--- src/sasd_pkg.sv ---
// Package of field positions, codes and register map for the SIMD decoder.
package sasd_pkg;
	// ==========================================================
	// Instruction fields
	localparam int SLOT_W     = 41;
	localparam int MAJ_HI     = 40;
	localparam int MAJ_LO     = 37;
	localparam int SZ_HI_BIT  = 36;
	localparam int SZ_LO_BIT  = 33;
	localparam int RSV_BIT    = 32;
	localparam int A2_HI      = 35;
	localparam int A2_LO      = 34;
	localparam int B2_HI      = 29;
	localparam int B2_LO      = 28;
	localparam int C2_HI      = 31;
	localparam int C2_LO      = 30;
	localparam int X4_HI      = 32;
	localparam int X4_LO      = 29;
	localparam int B8_HI      = 28;
	localparam int B8_LO      = 27;
	localparam int SHR5_HI    = 18;
	localparam int SHR5_LO    = 14;
	localparam int SHL5_HI    = 24;
	localparam int SHL5_LO    = 20;
	localparam int P4_HI      = 23;
	localparam int P4_LO      = 20;
	localparam int P8_HI      = 27;
	localparam int P8_LO      = 20;
	localparam logic [3:0] MAJ_MM  = 4'h7;
	localparam logic [3:0] MAJ_ALU = 4'h8;
	// ==========================================================
	// Decoded result codes
	typedef enum logic [4:0] {
		OP_NONE, OP_ADD, OP_SUB, OP_AVG, OP_AVG_DIFF, OP_CMP, OP_SHL_ADD,
		OP_SHR_ADD, OP_MUL_SHR, OP_INTERLEAVE, OP_WIDEN_IL, OP_MIN, OP_MAX,
		OP_ABS_DIFF_SUM, OP_NARROW_SAT, OP_MUL_WIDEN, OP_BYTE_PERM,
		OP_HALF_PERM, OP_SHR, OP_SHL
	} sasd_op_t;
	typedef enum logic [1:0] {SZ_BYTE, SZ_HALF, SZ_WORD, SZ_FULL} sasd_size_t;
	typedef enum logic [2:0] {IMM_NONE, IMM_AMT2, IMM_AMT5, IMM_PERM4, IMM_PERM8} sasd_imm_t;
	// Variant codes: add/sub reuse the ext_b2 value directly.
	localparam logic [2:0] V_MOD      = 3'h0;
	localparam logic [2:0] V_SIGNED   = 3'h1;
	localparam logic [2:0] V_UNSIGNED = 3'h2;
	localparam logic [2:0] V_RIGHT    = 3'h4;
	localparam logic [2:0] V_LEFT     = 3'h5;
	localparam logic [2:0] V_HIGH     = 3'h6;
	localparam logic [2:0] V_LOW      = 3'h7;
	localparam logic [2:0] V_RAZ      = 3'h3;
	// ==========================================================
	// Register map
	localparam int AW = 4;
	localparam logic [AW-1:0] REG_CTRL  = 4'h0;
	localparam logic [AW-1:0] REG_DCNT  = 4'h4;
	localparam logic [AW-1:0] REG_ICNT  = 4'h8;
	localparam int CTRL_EN_BIT  = 0;
	localparam int CTRL_CLR_BIT = 1;
	localparam logic CTRL_EN_RST = 1'b1;
	localparam int CNT_W = 16;
endpackage

--- src/sasd_if.sv ---
// Interfaces carrying slot fields and register-side signals between modules.
`timescale 1ns/10ps
interface sasd_fld_if;
	logic [3:0] major;
	logic [1:0] size_code;
	logic       rsv;
	logic [1:0] a2;
	logic [1:0] b2;
	logic [1:0] c2;
	logic [3:0] x4;
	logic [1:0] b8;
	logic [7:0] perm8;
	logic [4:0] shr5;
	logic [4:0] shl5;
	modport src (output major, size_code, rsv, a2, b2, c2, x4, b8, perm8, shr5, shl5);
	modport dst (input major, size_code, rsv, a2, b2, c2, x4, b8, perm8, shr5, shl5);
endinterface

interface sasd_reg_if;
	logic        dec_en;
	logic        cnt_clr;
	logic [15:0] dec_cnt;
	logic [15:0] ill_cnt;
	modport regs (output dec_en, cnt_clr, input dec_cnt, ill_cnt);
	modport core (input dec_en, cnt_clr, output dec_cnt, ill_cnt);
endinterface

--- src/sasd_fields.sv ---
// Field extraction from one instruction slot.
`timescale 1ns/10ps
module sasd_fields (
	// Slot
	input wire logic [sasd_pkg::SLOT_W-1:0] slot,
	// Fields
	sasd_fld_if.src                         fld
);
	import sasd_pkg::*;

	// ==========================================================
	// Extraction
	assign fld.major     = slot[MAJ_HI:MAJ_LO];
	assign fld.size_code = {slot[SZ_HI_BIT], slot[SZ_LO_BIT]};
	assign fld.rsv       = slot[RSV_BIT];
	assign fld.a2        = slot[A2_HI:A2_LO];
	assign fld.b2        = slot[B2_HI:B2_LO];
	assign fld.c2        = slot[C2_HI:C2_LO];
	assign fld.x4        = slot[X4_HI:X4_LO];
	assign fld.b8        = slot[B8_HI:B8_LO];
	assign fld.perm8     = slot[P8_HI:P8_LO];
	assign fld.shr5      = slot[SHR5_HI:SHR5_LO];
	assign fld.shl5      = slot[SHL5_HI:SHL5_LO];
endmodule

--- src/sasd_avmm.sv ---
// Avalon-MM register slave: control and counters.
`timescale 1ns/10ps
module sasd_avmm (
	// Clock and reset
	input  wire logic                     clock,
	input  wire logic                     rstn,
	// Avalon-MM
	input  wire logic [sasd_pkg::AW-1:0]  address,
	input  wire logic                     read,
	input  wire logic                     write,
	input  wire logic [31:0]              writedata,
	input  wire logic [3:0]               byteenable,
	output logic      [31:0]              readdata,
	output logic                          waitrequest,
	// Core side
	sasd_reg_if.regs                      rg
);
	import sasd_pkg::*;

	logic en_reg;
	logic clr_reg;

	// ==========================================================
	// Handshake: one wait cycle, then the answer edge.
	always_ff @(posedge clock or negedge rstn) begin
		if (!rstn) begin
			waitrequest <= 1'b1;
		end else if ((read || write) && waitrequest) begin
			waitrequest <= 1'b0;
		end else begin
			waitrequest <= 1'b1;
		end
	end

	always_ff @(posedge clock or negedge rstn) begin
		if (!rstn) begin
			readdata <= 32'h0000_0000;
		end else if (read && waitrequest) begin
			case (address)
			REG_CTRL: readdata <= {31'h0000_0000, en_reg};
			REG_DCNT: readdata <= {16'h0000, rg.dec_cnt};
			REG_ICNT: readdata <= {16'h0000, rg.ill_cnt};
			default:  readdata <= 32'h0000_0000;
			endcase
		end
	end

	// Writes land on the edge where waitrequest is seen low.
	always_ff @(posedge clock or negedge rstn) begin
		if (!rstn) begin
			en_reg  <= CTRL_EN_RST;
			clr_reg <= 1'b0;
		end else begin
			clr_reg <= 1'b0;
			if (write && !waitrequest && address == REG_CTRL && byteenable[0]) begin
				en_reg  <= writedata[CTRL_EN_BIT];
				clr_reg <= writedata[CTRL_CLR_BIT];
			end
		end
	end

	assign rg.dec_en  = en_reg;
	assign rg.cnt_clr = clr_reg;
endmodule

--- src/sasd_top.sv ---
// SIMD ALU and shift instruction decoder with register slave.
// Behaviour
// - Opcode 7 size chosen by bits 36,33.
// - Opcode 7 needs reserved bit 32 zero.
// - Opcode 7 ext fields at 35:34,29:28,31:30.
// - Opcode 7 sizes: byte, half, word, full.
// - Opcode 8 ALU needs ext_a2 one; three sizes.
// - Opcode 8 reads ext_four 32:29, ext_b2 28:27.
// - ext_four 0 is add; word modulo only.
// - ext_four 1 is sub; word modulo only.
// - Average, rounding average, avg-diff: byte, half.
// - ext_four 9 compare: equal or signed greater.
// - Halfword shift-and-add at ext_four 4, 6.
// - Halfword multiply-shift, signed or unsigned.
// - Byte interleave, widen, min, max, abs-diff-sum.
// - Halfword narrow, min, max, widening multiply.
// - Word narrow signed, interleave and widen only.
// - Byte permute with four-bit pattern.
// - Halfword permute with eight-bit selector.
// - Variable right shifts, signed or unsigned.
// - Fixed right shifts on half and word.
// - Variable left shifts on half, word, full.
// - Fixed left shifts on half and word.
//
// The address map and the Avalon-MM slave port were left to the implementer.
`timescale 1ns/10ps
module sasd_top (
	// Clock and reset
	input  wire logic                          clock,
	input  wire logic                          rstn,
	// Issue side
	input  wire logic                          slot_valid,
	input  wire logic [sasd_pkg::SLOT_W-1:0]   slot,
	// Execution side
	output logic                               dec_valid,
	output logic                               dec_illegal,
	output sasd_pkg::sasd_op_t                 dec_op,
	output sasd_pkg::sasd_size_t               dec_size,
	output logic [2:0]                         dec_variant,
	output sasd_pkg::sasd_imm_t                dec_imm_sel,
	output logic [7:0]                         dec_imm,
	// Avalon-MM
	input  wire logic [sasd_pkg::AW-1:0]       address,
	input  wire logic                          read,
	input  wire logic                          write,
	input  wire logic [31:0]                   writedata,
	input  wire logic [3:0]                    byteenable,
	output logic      [31:0]                   readdata,
	output logic                               waitrequest
);
	import sasd_pkg::*;

	sasd_fld_if fld ();
	sasd_reg_if rg ();

	sasd_op_t    op_next;
	sasd_size_t  size_next;
	logic [2:0]  var_next;
	sasd_imm_t   imm_sel_next;
	logic [7:0]  imm_next;
	logic        hit;
	logic        take;
	logic [CNT_W-1:0] dcnt_reg;
	logic [CNT_W-1:0] icnt_reg;

	sasd_fields u_fields (
		.slot (slot),
		.fld  (fld)
	);

	sasd_avmm u_avmm (
		.clock       (clock),
		.rstn        (rstn),
		.address     (address),
		.read        (read),
		.write       (write),
		.writedata   (writedata),
		.byteenable  (byteenable),
		.readdata    (readdata),
		.waitrequest (waitrequest),
		.rg          (rg)
	);

	// ==========================================================
	// Decode
	// Kept purely combinational so a new slot decodes in one cycle; the cost is a
	// wide mux feeding the output flops.
	always_comb begin
		op_next      = OP_NONE;
		size_next    = sasd_size_t'(fld.size_code);
		var_next     = V_MOD;
		imm_sel_next = IMM_NONE;
		imm_next     = 8'h00;
		hit          = 1'b0;
		if (fld.major == MAJ_ALU && fld.a2 == 2'h1 && fld.size_code != 2'h3) begin
			case (fld.x4)
			4'h0, 4'h1: begin
				if (size_next != SZ_WORD || fld.b8 == 2'h0) begin
					op_next  = (fld.x4 == 4'h0) ? OP_ADD : OP_SUB;
					var_next = {1'b0, fld.b8};
					hit      = 1'b1;
				end
			end
			4'h2: begin
				if (size_next != SZ_WORD && fld.b8[1]) begin
					op_next  = OP_AVG;
					var_next = fld.b8[0] ? V_RAZ : V_MOD;
					hit      = 1'b1;
				end
			end
			4'h3: begin
				if (size_next != SZ_WORD && fld.b8 == 2'h2) begin
					op_next = OP_AVG_DIFF;
					hit     = 1'b1;
				end
			end
			4'h4, 4'h6: begin
				if (size_next == SZ_HALF) begin
					op_next      = (fld.x4 == 4'h4) ? OP_SHL_ADD : OP_SHR_ADD;
					imm_sel_next = IMM_AMT2;
					imm_next     = {6'h00, fld.b8};
					hit          = 1'b1;
				end
			end
			4'h9: begin
				if (!fld.b8[1]) begin
					op_next  = OP_CMP;
					var_next = fld.b8[0] ? V_SIGNED : V_MOD;
					hit      = 1'b1;
				end
			end
			default: hit = 1'b0;
			endcase
		end else if (fld.major == MAJ_MM && !fld.rsv) begin
			case ({fld.a2, fld.b2, fld.c2})
			// Variable shifts on every size except byte.
			6'b00_00_00, 6'b00_10_00: begin
				if (size_next != SZ_BYTE) begin
					op_next  = OP_SHR;
					var_next = fld.b2[1] ? V_SIGNED : V_UNSIGNED;
					hit      = 1'b1;
				end
			end
			6'b00_00_01: begin
				if (size_next != SZ_BYTE) begin
					op_next = OP_SHL;
					hit     = 1'b1;
				end
			end
			6'b01_01_00, 6'b01_11_00: begin
				if (size_next == SZ_HALF || size_next == SZ_WORD) begin
					op_next      = OP_SHR;
					var_next     = fld.b2[1] ? V_SIGNED : V_UNSIGNED;
					imm_sel_next = IMM_AMT5;
					imm_next     = {3'h0, fld.shr5};
					hit          = 1'b1;
				end
			end
			6'b11_01_01: begin
				if (size_next == SZ_HALF || size_next == SZ_WORD) begin
					op_next      = OP_SHL;
					imm_sel_next = IMM_AMT5;
					imm_next     = {3'h0, fld.shl5};
					hit          = 1'b1;
				end
			end
			6'b10_00_10, 6'b10_10_10: begin
				if (size_next != SZ_FULL) begin
					op_next  = OP_INTERLEAVE;
					var_next = fld.b2[1] ? V_LEFT : V_RIGHT;
					hit      = 1'b1;
				end
			end
			6'b10_00_01, 6'b10_10_01: begin
				if (size_next != SZ_FULL) begin
					op_next  = OP_WIDEN_IL;
					var_next = fld.b2[1] ? V_LOW : V_HIGH;
					hit      = 1'b1;
				end
			end
			6'b10_01_00, 6'b10_01_01: begin
				if (size_next == SZ_BYTE) begin
					op_next  = fld.c2[0] ? OP_MAX : OP_MIN;
					var_next = V_UNSIGNED;
					hit      = 1'b1;
				end
			end
			6'b10_11_10: begin
				if (size_next == SZ_BYTE) begin
					op_next = OP_ABS_DIFF_SUM;
					hit     = 1'b1;
				end
			end
			6'b10_00_00: begin
				if (size_next == SZ_HALF) begin
					op_next  = OP_NARROW_SAT;
					var_next = V_UNSIGNED;
					hit      = 1'b1;
				end
			end
			6'b10_10_00: begin
				if (size_next == SZ_HALF || size_next == SZ_WORD) begin
					op_next  = OP_NARROW_SAT;
					var_next = V_SIGNED;
					hit      = 1'b1;
				end
			end
			6'b10_11_00, 6'b10_11_01: begin
				if (size_next == SZ_HALF) begin
					op_next  = fld.c2[0] ? OP_MAX : OP_MIN;
					var_next = V_SIGNED;
					hit      = 1'b1;
				end
			end
			6'b10_01_11, 6'b10_11_11: begin
				if (size_next == SZ_HALF) begin
					op_next  = OP_MUL_WIDEN;
					var_next = fld.b2[1] ? V_LEFT : V_RIGHT;
					hit      = 1'b1;
				end
			end
			6'b11_10_10: begin
				if (size_next == SZ_BYTE) begin
					op_next      = OP_BYTE_PERM;
					imm_sel_next = IMM_PERM4;
					imm_next     = {4'h0, fld.perm8[3:0]};
					hit          = 1'b1;
				end else if (size_next == SZ_HALF) begin
					op_next      = OP_HALF_PERM;
					imm_sel_next = IMM_PERM8;
					imm_next     = fld.perm8;
					hit          = 1'b1;
				end
			end
			default: hit = 1'b0;
			endcase
			// The multiply-shift count sits in the ext_c2 bits, so it matches any c2.
			if (!hit && fld.a2 == 2'h0 && fld.b2[0] && size_next == SZ_HALF) begin
				op_next      = OP_MUL_SHR;
				var_next     = fld.b2[1] ? V_SIGNED : V_UNSIGNED;
				imm_sel_next = IMM_AMT2;
				imm_next     = {6'h00, fld.c2};
				hit          = 1'b1;
			end
		end
	end

	// ==========================================================
	// Output stage
	// Illegal slots never present an operation, so a datapath that ignores the
	// flag still cannot execute them.
	assign take = slot_valid && rg.dec_en;

	always_ff @(posedge clock or negedge rstn) begin
		if (!rstn) begin
			dec_valid   <= 1'b0;
			dec_illegal <= 1'b0;
		end else begin
			dec_valid   <= take && hit;
			dec_illegal <= take && !hit;
		end
	end

	always_ff @(posedge clock or negedge rstn) begin
		if (!rstn) begin
			dec_op      <= OP_NONE;
			dec_size    <= SZ_BYTE;
			dec_variant <= V_MOD;
			dec_imm_sel <= IMM_NONE;
			dec_imm     <= 8'h00;
		end else if (take) begin
			dec_op      <= hit ? op_next : OP_NONE;
			dec_size    <= size_next;
			dec_variant <= var_next;
			dec_imm_sel <= imm_sel_next;
			dec_imm     <= imm_next;
		end
	end

	// ==========================================================
	// Counters; a count in the clearing cycle is kept.
	always_ff @(posedge clock or negedge rstn) begin
		if (!rstn) begin
			dcnt_reg <= '0;
			icnt_reg <= '0;
		end else begin
			dcnt_reg <= (rg.cnt_clr ? '0 : dcnt_reg) + CNT_W'(dec_valid);
			icnt_reg <= (rg.cnt_clr ? '0 : icnt_reg) + CNT_W'(dec_illegal);
		end
	end

	assign rg.dec_cnt = dcnt_reg;
	assign rg.ill_cnt = icnt_reg;
endmodule

--- config.mk ---
export PLATFORM = sky130hd
export DESIGN_NAME = sasd_top
export DESIGN_NICKNAME = d
export VERILOG_FILES = /design/src/sasd_pkg.sv /design/src/sasd_if.sv /design/src/sasd_fields.sv /design/src/sasd_avmm.sv /design/src/sasd_top.sv
export SDC_FILE = /design/constraint.sdc
export NUM_CORES = 1
export LEC_CHECK = 0
export ABC_AREA = 1
export BUFFER_PORTS_ARGS = -buffer_cell sky130_fd_sc_hd__buf_4
export CAP_MARGIN = 20
export CORE_UTILIZATION = 52
export DETAILED_ROUTE_END_ITERATION = 8
export GPL_TIMING_DRIVEN = 0
export PLACE_DENSITY_LB_ADDON = 0.08
export RECOVER_POWER = 100
export SYNTH_ARGS = -nofsm -noshare
export SYNTH_HDL_FRONTEND = slang
export SYNTH_SLANG_ARGS = --single-unit
--- constraint.sdc ---
create_clock -name clock -period 3 [get_ports clock]
set_clock_uncertainty 0.2 [all_clocks]
set_input_delay 0.6 -clock clock [delete_from_list [all_inputs] [get_ports clock]]
set_output_delay 0.6 -clock clock [all_outputs]
set_load 0.02 [all_outputs]
# Yosys cells after proc, flatten, opt, wreduce, memory -nomap -nowiden
# Cells that the tools add are included.
# totals
in_bits	86
wordCells	185
register_bits	90
output_inout_bits	56
# op_classes
reduce_logical	45
muxes	90
eq_ne	35
add_sub_neg	2
# ops
op	n
6-bit equality test (second input constant)	15
5-bit one-hot mux with 13 select lines	1
5-bit 2-to-1 mux	12
16-bit one-hot mux with 3 select lines	1
3-bit 2-to-1 mux	15
8-bit 2-to-1 mux	5
16-bit by 1-bit adder with 16-bit output	2
16-bit 2-to-1 mux	2
4-bit 2-to-1 mux	8
2-bit 2-to-1 mux	14
3-bit one-hot mux with 9 select lines	1
1-bit 2-to-1 mux	25
8-bit one-hot mux with 3 select lines	1
2-bit OR reduction	9
4-bit by 3-bit equality test with 1-bit output (second input constant)	4
1-bit logical AND	16
3-bit one-hot mux with 5 select lines	1
4-bit equality test (second input constant)	3
6-bit by 5-bit equality test with 1-bit output (second input constant)	2
3-bit OR reduction	3
4-bit by 2-bit equality test with 1-bit output (second input constant)	2
4-bit zero test	2
4-bit OR reduction	2
6-bit by 1-bit equality test with 1-bit output (second input constant)	1
15 further kinds	25

# Logic depth before layout (Yosys ltp)
# logic_depth
ltp_word	15
ltp_mapped	14
depth_no_buf	13

# Cells and area by module
# From an unflattened synthesis, not the netlist that was laid out.
# unflattened
cells_unflattened	647
area_unflattened_um2	4908.5
# by_module_without_submodules
module	instances	cells_per_inst	seq_area_each_um2	area_each_um2
sasd_top	1	454	1376.3	3447.1
sasd_avmm	1	156	478.0	1183.6
sasd_fields	1	37	0.0	277.8

# Worst setup path after synthesis
# Ideal clock, no wire load.
# synth_path
path_kind	register to register
startpoint	register u_avmm.clr_reg, in the netlist u_avmm.rg.cnt_clr
endpoint	register dcnt_reg[14]
required_ns	2.678
t_arrival_ns	1.988
n_path_buf	2
slack_ns	0.689
setup_time_ns	0.122
stages_incl_launch_ff	14
synth_period_minus_slack_ns	2.311
cell_sequence	dfrtp_1 -> buf_6 -> buf_4 -> nor2_1 -> ha_1 -> ha_1 -> inv_1 -> nor3_4 -> nand2_1 -> nor2_2 -> nand3_2 -> nor2_4 -> nand4_2 -> xor2_1
# synth_between
elab_chain_len	2
# synth_lines
element	line_no	source
start: declaration	sasd_avmm.sv:21	logic clr_reg;
start signal: assignment	sasd_avmm.sv:57	clr_reg <= writedata[CTRL_CLR_BIT];
16-bit 2-to-1 mux	sasd_top.sv:287	dcnt_reg <= (rg.cnt_clr ? '0 : dcnt_reg) + CNT_W'(dec_valid);
16-bit by 1-bit adder with 16-bit output	sasd_top.sv:287	
end signal: assignment	sasd_top.sv:287	
end: declaration	sasd_top.sv:63	logic [CNT_W-1:0] dcnt_reg;
# Every way passes these cells.
# A chain may end at the register's enable or synchronous reset.

# Worst setup path in the final report
# Ends and elaborated chain as after synthesis.

==> metrics.md <==
| Metric | Value |
|---|---|
| First-pass GRT wire length | `18300 um` |
| # IOs | `142` |
| Die area | `9060 um2` |
| Sequential fraction of the synthesis area | `41.1%` |
| Worst-Skew Late Latency | `0.35 ns` |
| Final ANT Viol Nets | `0` |
| Post-CTS Setup Inserts | `0` |
| RSZ-0062 raised after global routing | `no` |
| Element type at the critical path end | `register` |
| Hold path depth | `2` |
| Min-Delay Endpoint | `u_avmm.waitrequest` |
| Max cap viols | `1` |
| Hold Crit Start | `read` |
| IO Port Bufs | `73` |
| Core area | `8300 um2` |
| Total grt overflow | `0` |
| Design area | `5230 um2` |
| DR DRC count | `0` |
| CP max FO | `10` |
| Hpwl dp | `8440 um` |
| Routing usage on met1 | `28.7%` |
| Root Buffer | `clkbuf_8` |
| Peak supply drop | `0.277 mV` |
| Status | `finished, violations left` |
| Final min period | `2.70 ns` |
| Worst hold path type | `primary input to register` |
| # nets final | `764` |
| Worst r2r path cells | `13` |
| RR Startpoint | `u_avmm.rg.cnt_clr` |
| Setup TNS Final | `0 ns` |
| Global Route Usage Sum | `26.6%` |
| PostCTS Resize Cnt | `0` |
| Initial Util | `54.4%` |
| CTS tree | `done` |
| Number of buffers created by CTS | `9` |
| Critical Path RT | `3.04 ns` |
| Worst path max stage delay | `0.41 ns` |
| Post-synth top flop | `dfrtp_1` |
| Clk buf depth | `2` |
| GRT met3 Usage | `5.74%` |
| Via-per-instance ratio | `5.18` |
| GR peak layer | `met2` |
| Vias in the first global route | `4005` |
| Max Freq | `371 MHz` |
| Worst setup SP type | `register` |
| Initial antenna violation count | `0` |
| Die width | `95.2 um` |
| CTS H-tree depth | `3` |
| Worst-path clk slew | `0.08 ns` |
| Max Slew Vio Count | `75` |
| Post-synth cell types | `47` |
| Worst Setup SP | `u_avmm.rg.cnt_clr` |
| Avg Inst Size Synth | `7.92 um2` |
| Netlist Area Pre-Place | `4520 um2` |
| R2R Path End | `dcnt_reg[14]` |
| Area after DPL | `5250 um2` |
| Vias after detailed routing | `4039` |
| Critical path's slowest cell | `dfrtp_1` |
| Leak | `2.66 nW` |
| Layout cell share with drive strength beyond 1 | `14.4%` |
| Setup CP Type | `register to register` |
| Tightest Pin Transition | `1.82 ns` |
| Largest net degree at the start of global routing | `75` |
| CTS Hold Bufs | `0` |
| CTS sink cnt | `74` |
| Async SR Flop Fraction | `100%` |
| PwrDens | `449 nW/um2` |
| Final WL | `11200 um` |
| R2R Setup Slk | `0.30 ns` |
| Worst-path cell chain | `buf_6, buf_4, nor2_1, ha_1, ha_1, inv_1, nor3_1, nand2_1, nor2_2, nand3_2, nor2_4, nand4_2, xor2_1` |
| CP most frequent cell | `ha_1` |
| Final setup viols | `0` |
| GR Util met2 | `47.2%` |
| N_diodes | `0` |
| Relative slew slack | `-21.6%` |
| RD Place Congestion | `0.903` |
| Std cell rows | `33` |
| Tcrit/Tclk final | `89.9%` |
| Number of synthesized flops with an enable pin | `0` |
| Seq cells post-synth | `74` |
| Area Overhead vs Synth | `15.8%` |
| Die height | `95.2 um` |
| Post-Synthesis Cells | `570` |
| Ys Warns | `0` |
| Final hold vios | `0` |
| 1st-pass router iterations | `5` |
| Failing checks | `max-capacitance violations, max-slew violations` |
| Starting DRT DRC Count | `170` |
| DR WL/cell | `14.4 um` |
| Crit path arrival time | `2.74 ns` |
==> how the worst max path moves through the flow <==
stage,endpoint,slack (ns),cells after the start
detailed placement,dcnt_reg[14],0.45,13
floorplan,dcnt_reg[14],0.69,13
CTS,dcnt_reg[14],0.45,13
finish,dcnt_reg[14],0.30,13
global route,icnt_reg[14],0.16,13
global placement,dcnt_reg[14],0.48,13
==> layer usage <==
metal	share of wire, %	wire, um
met5	0	0
met2	51	5650
met3	4.9	548
met4	3.7	419
met1	41	4560
==> logic make-up (layout without fill, tap and decap cells) <==
logic type,Yosys count,in the layout,synth area share (%)
XOR/XNOR,25,25,4.85
AND/OR/NAND/NOR,299,299,32.4
AO/OA/AOI/OAI,64,64,8.70
other,1,16,0.0830
flip-flops,74,74,41.1
buffers and inverters,97,186,10.2
adder cells (fa/ha/maj),9,9,2.49
multiplexers,1,1,0.249
==> cells in the mapped netlist, types with 3 or more instances <==
| cell | n | share of area [%] |
|---|---|---|
| o22ai_1 | 7 | 0.97 |
| buf_4 | 20 | 3.3 |
| dfrtp_1 | 72 | 40 |
| nand3_1 | 43 | 4.8 |
| nand4_1 | 13 | 1.8 |
| clkbuf_1 | 6 | 0.50 |
| nor2_4 | 10 | 2.5 |
| xnor2_1 | 6 | 1.2 |
| buf_2 | 3 | 0.33 |
| a22o_1 | 4 | 0.78 |
| o31ai_1 | 6 | 1.0 |
| inv_2 | 6 | 0.50 |
| a22oi_1 | 4 | 0.66 |
| ha_1 | 9 | 2.5 |
| nand3_2 | 6 | 1.3 |
| o21ai_0 | 18 | 2.0 |
| nor2_2 | 4 | 0.55 |
| nor2_1 | 49 | 4.1 |
| a21oi_1 | 16 | 1.8 |
| inv_1 | 59 | 4.9 |
| xor2_1 | 19 | 3.7 |
| nor3_1 | 6 | 0.66 |
| nand2_1 | 153 | 13 |
==> per-stage QoR <==
step / setup WS, ns / utilization, % / hold slack [ns] / power (mW) / instances
2_1_floorplan: 0.689 / - / 0.104 / 1.37 / 585
3_3_place_gp: 0.483 / 63.3 / 0.227 / 1.55 / 763
3_5_place_dp: 0.454 / 63.3 / 0.247 / 1.56 / 763
4_1_cts: 0.448 / 65.9 / 0.183 / 2.42 / 779
5_1_grt: 0.165 / 63.0 / 0.200 / 2.46 / 779
6_report: 0.304 / 63.0 / 0.201 / 2.35 / 779
==> placed cells by master (no fill, tap or decap), types with 2 or more instances in the layout <==
cell	Yosys	final
a21oi_1	16	16
a22o_1	4	4
a22oi_1	4	4
a31oi_1	2	2
buf_4	20	48
buf_6	2	2
bufinv_16	0	2
clkbuf_1	6	52
clkbuf_8	0	9
clkinv_4	0	2
clkinvlp_4	0	2
conb_1	1	16
dfrtp_1	72	72
dfstp_1	0	2
ha_1	9	9
inv_1	59	60
inv_2	6	5
nand2_1	153	153
nand3_1	43	48
nand4_1	13	13
nand4_2	2	2
nor2_1	49	54
nor2_2	4	2
nor2_4	10	7
nor3_1	6	8
o211ai_1	2	2
o21ai_0	18	18
o22ai_1	7	7
o31ai_1	6	6
xnor2_1	6	6
xor2_1	19	19
==> report_power, final <==
part,internal (mW),switching (mW),total (mW),leakage (nW)
Clock,0.471,0.385,0.856,0.103
Sequential,1.06,0.0400,1.10,1.01
Combinational,0.125,0.265,0.390,1.54
Total,1.66,0.691,2.35,2.66
==> layout make-up <==
class                           instances  area (um2)
Timing Repair Buffer                   73         384
Tap cell                              105         131
Buffer                                 31         208
Inverter                               66         250
Multi-Input combinational cell        414        2180
Clock inverter                          6        92.6
Fill cell                             784        3070
Clock buffer                           10         128
Sequential cell                        74        1850
==> worst max-delay path: cells and delay by family, from the launching register on <==
kind          cells  cell delay (ns)
xor+xnor          1             0.16
fa+ha+maj         2             0.32
buf+inv           3             0.41
flops             1             0.41
simple gates      7             1.10
Power figures use the tool's default switching activity.
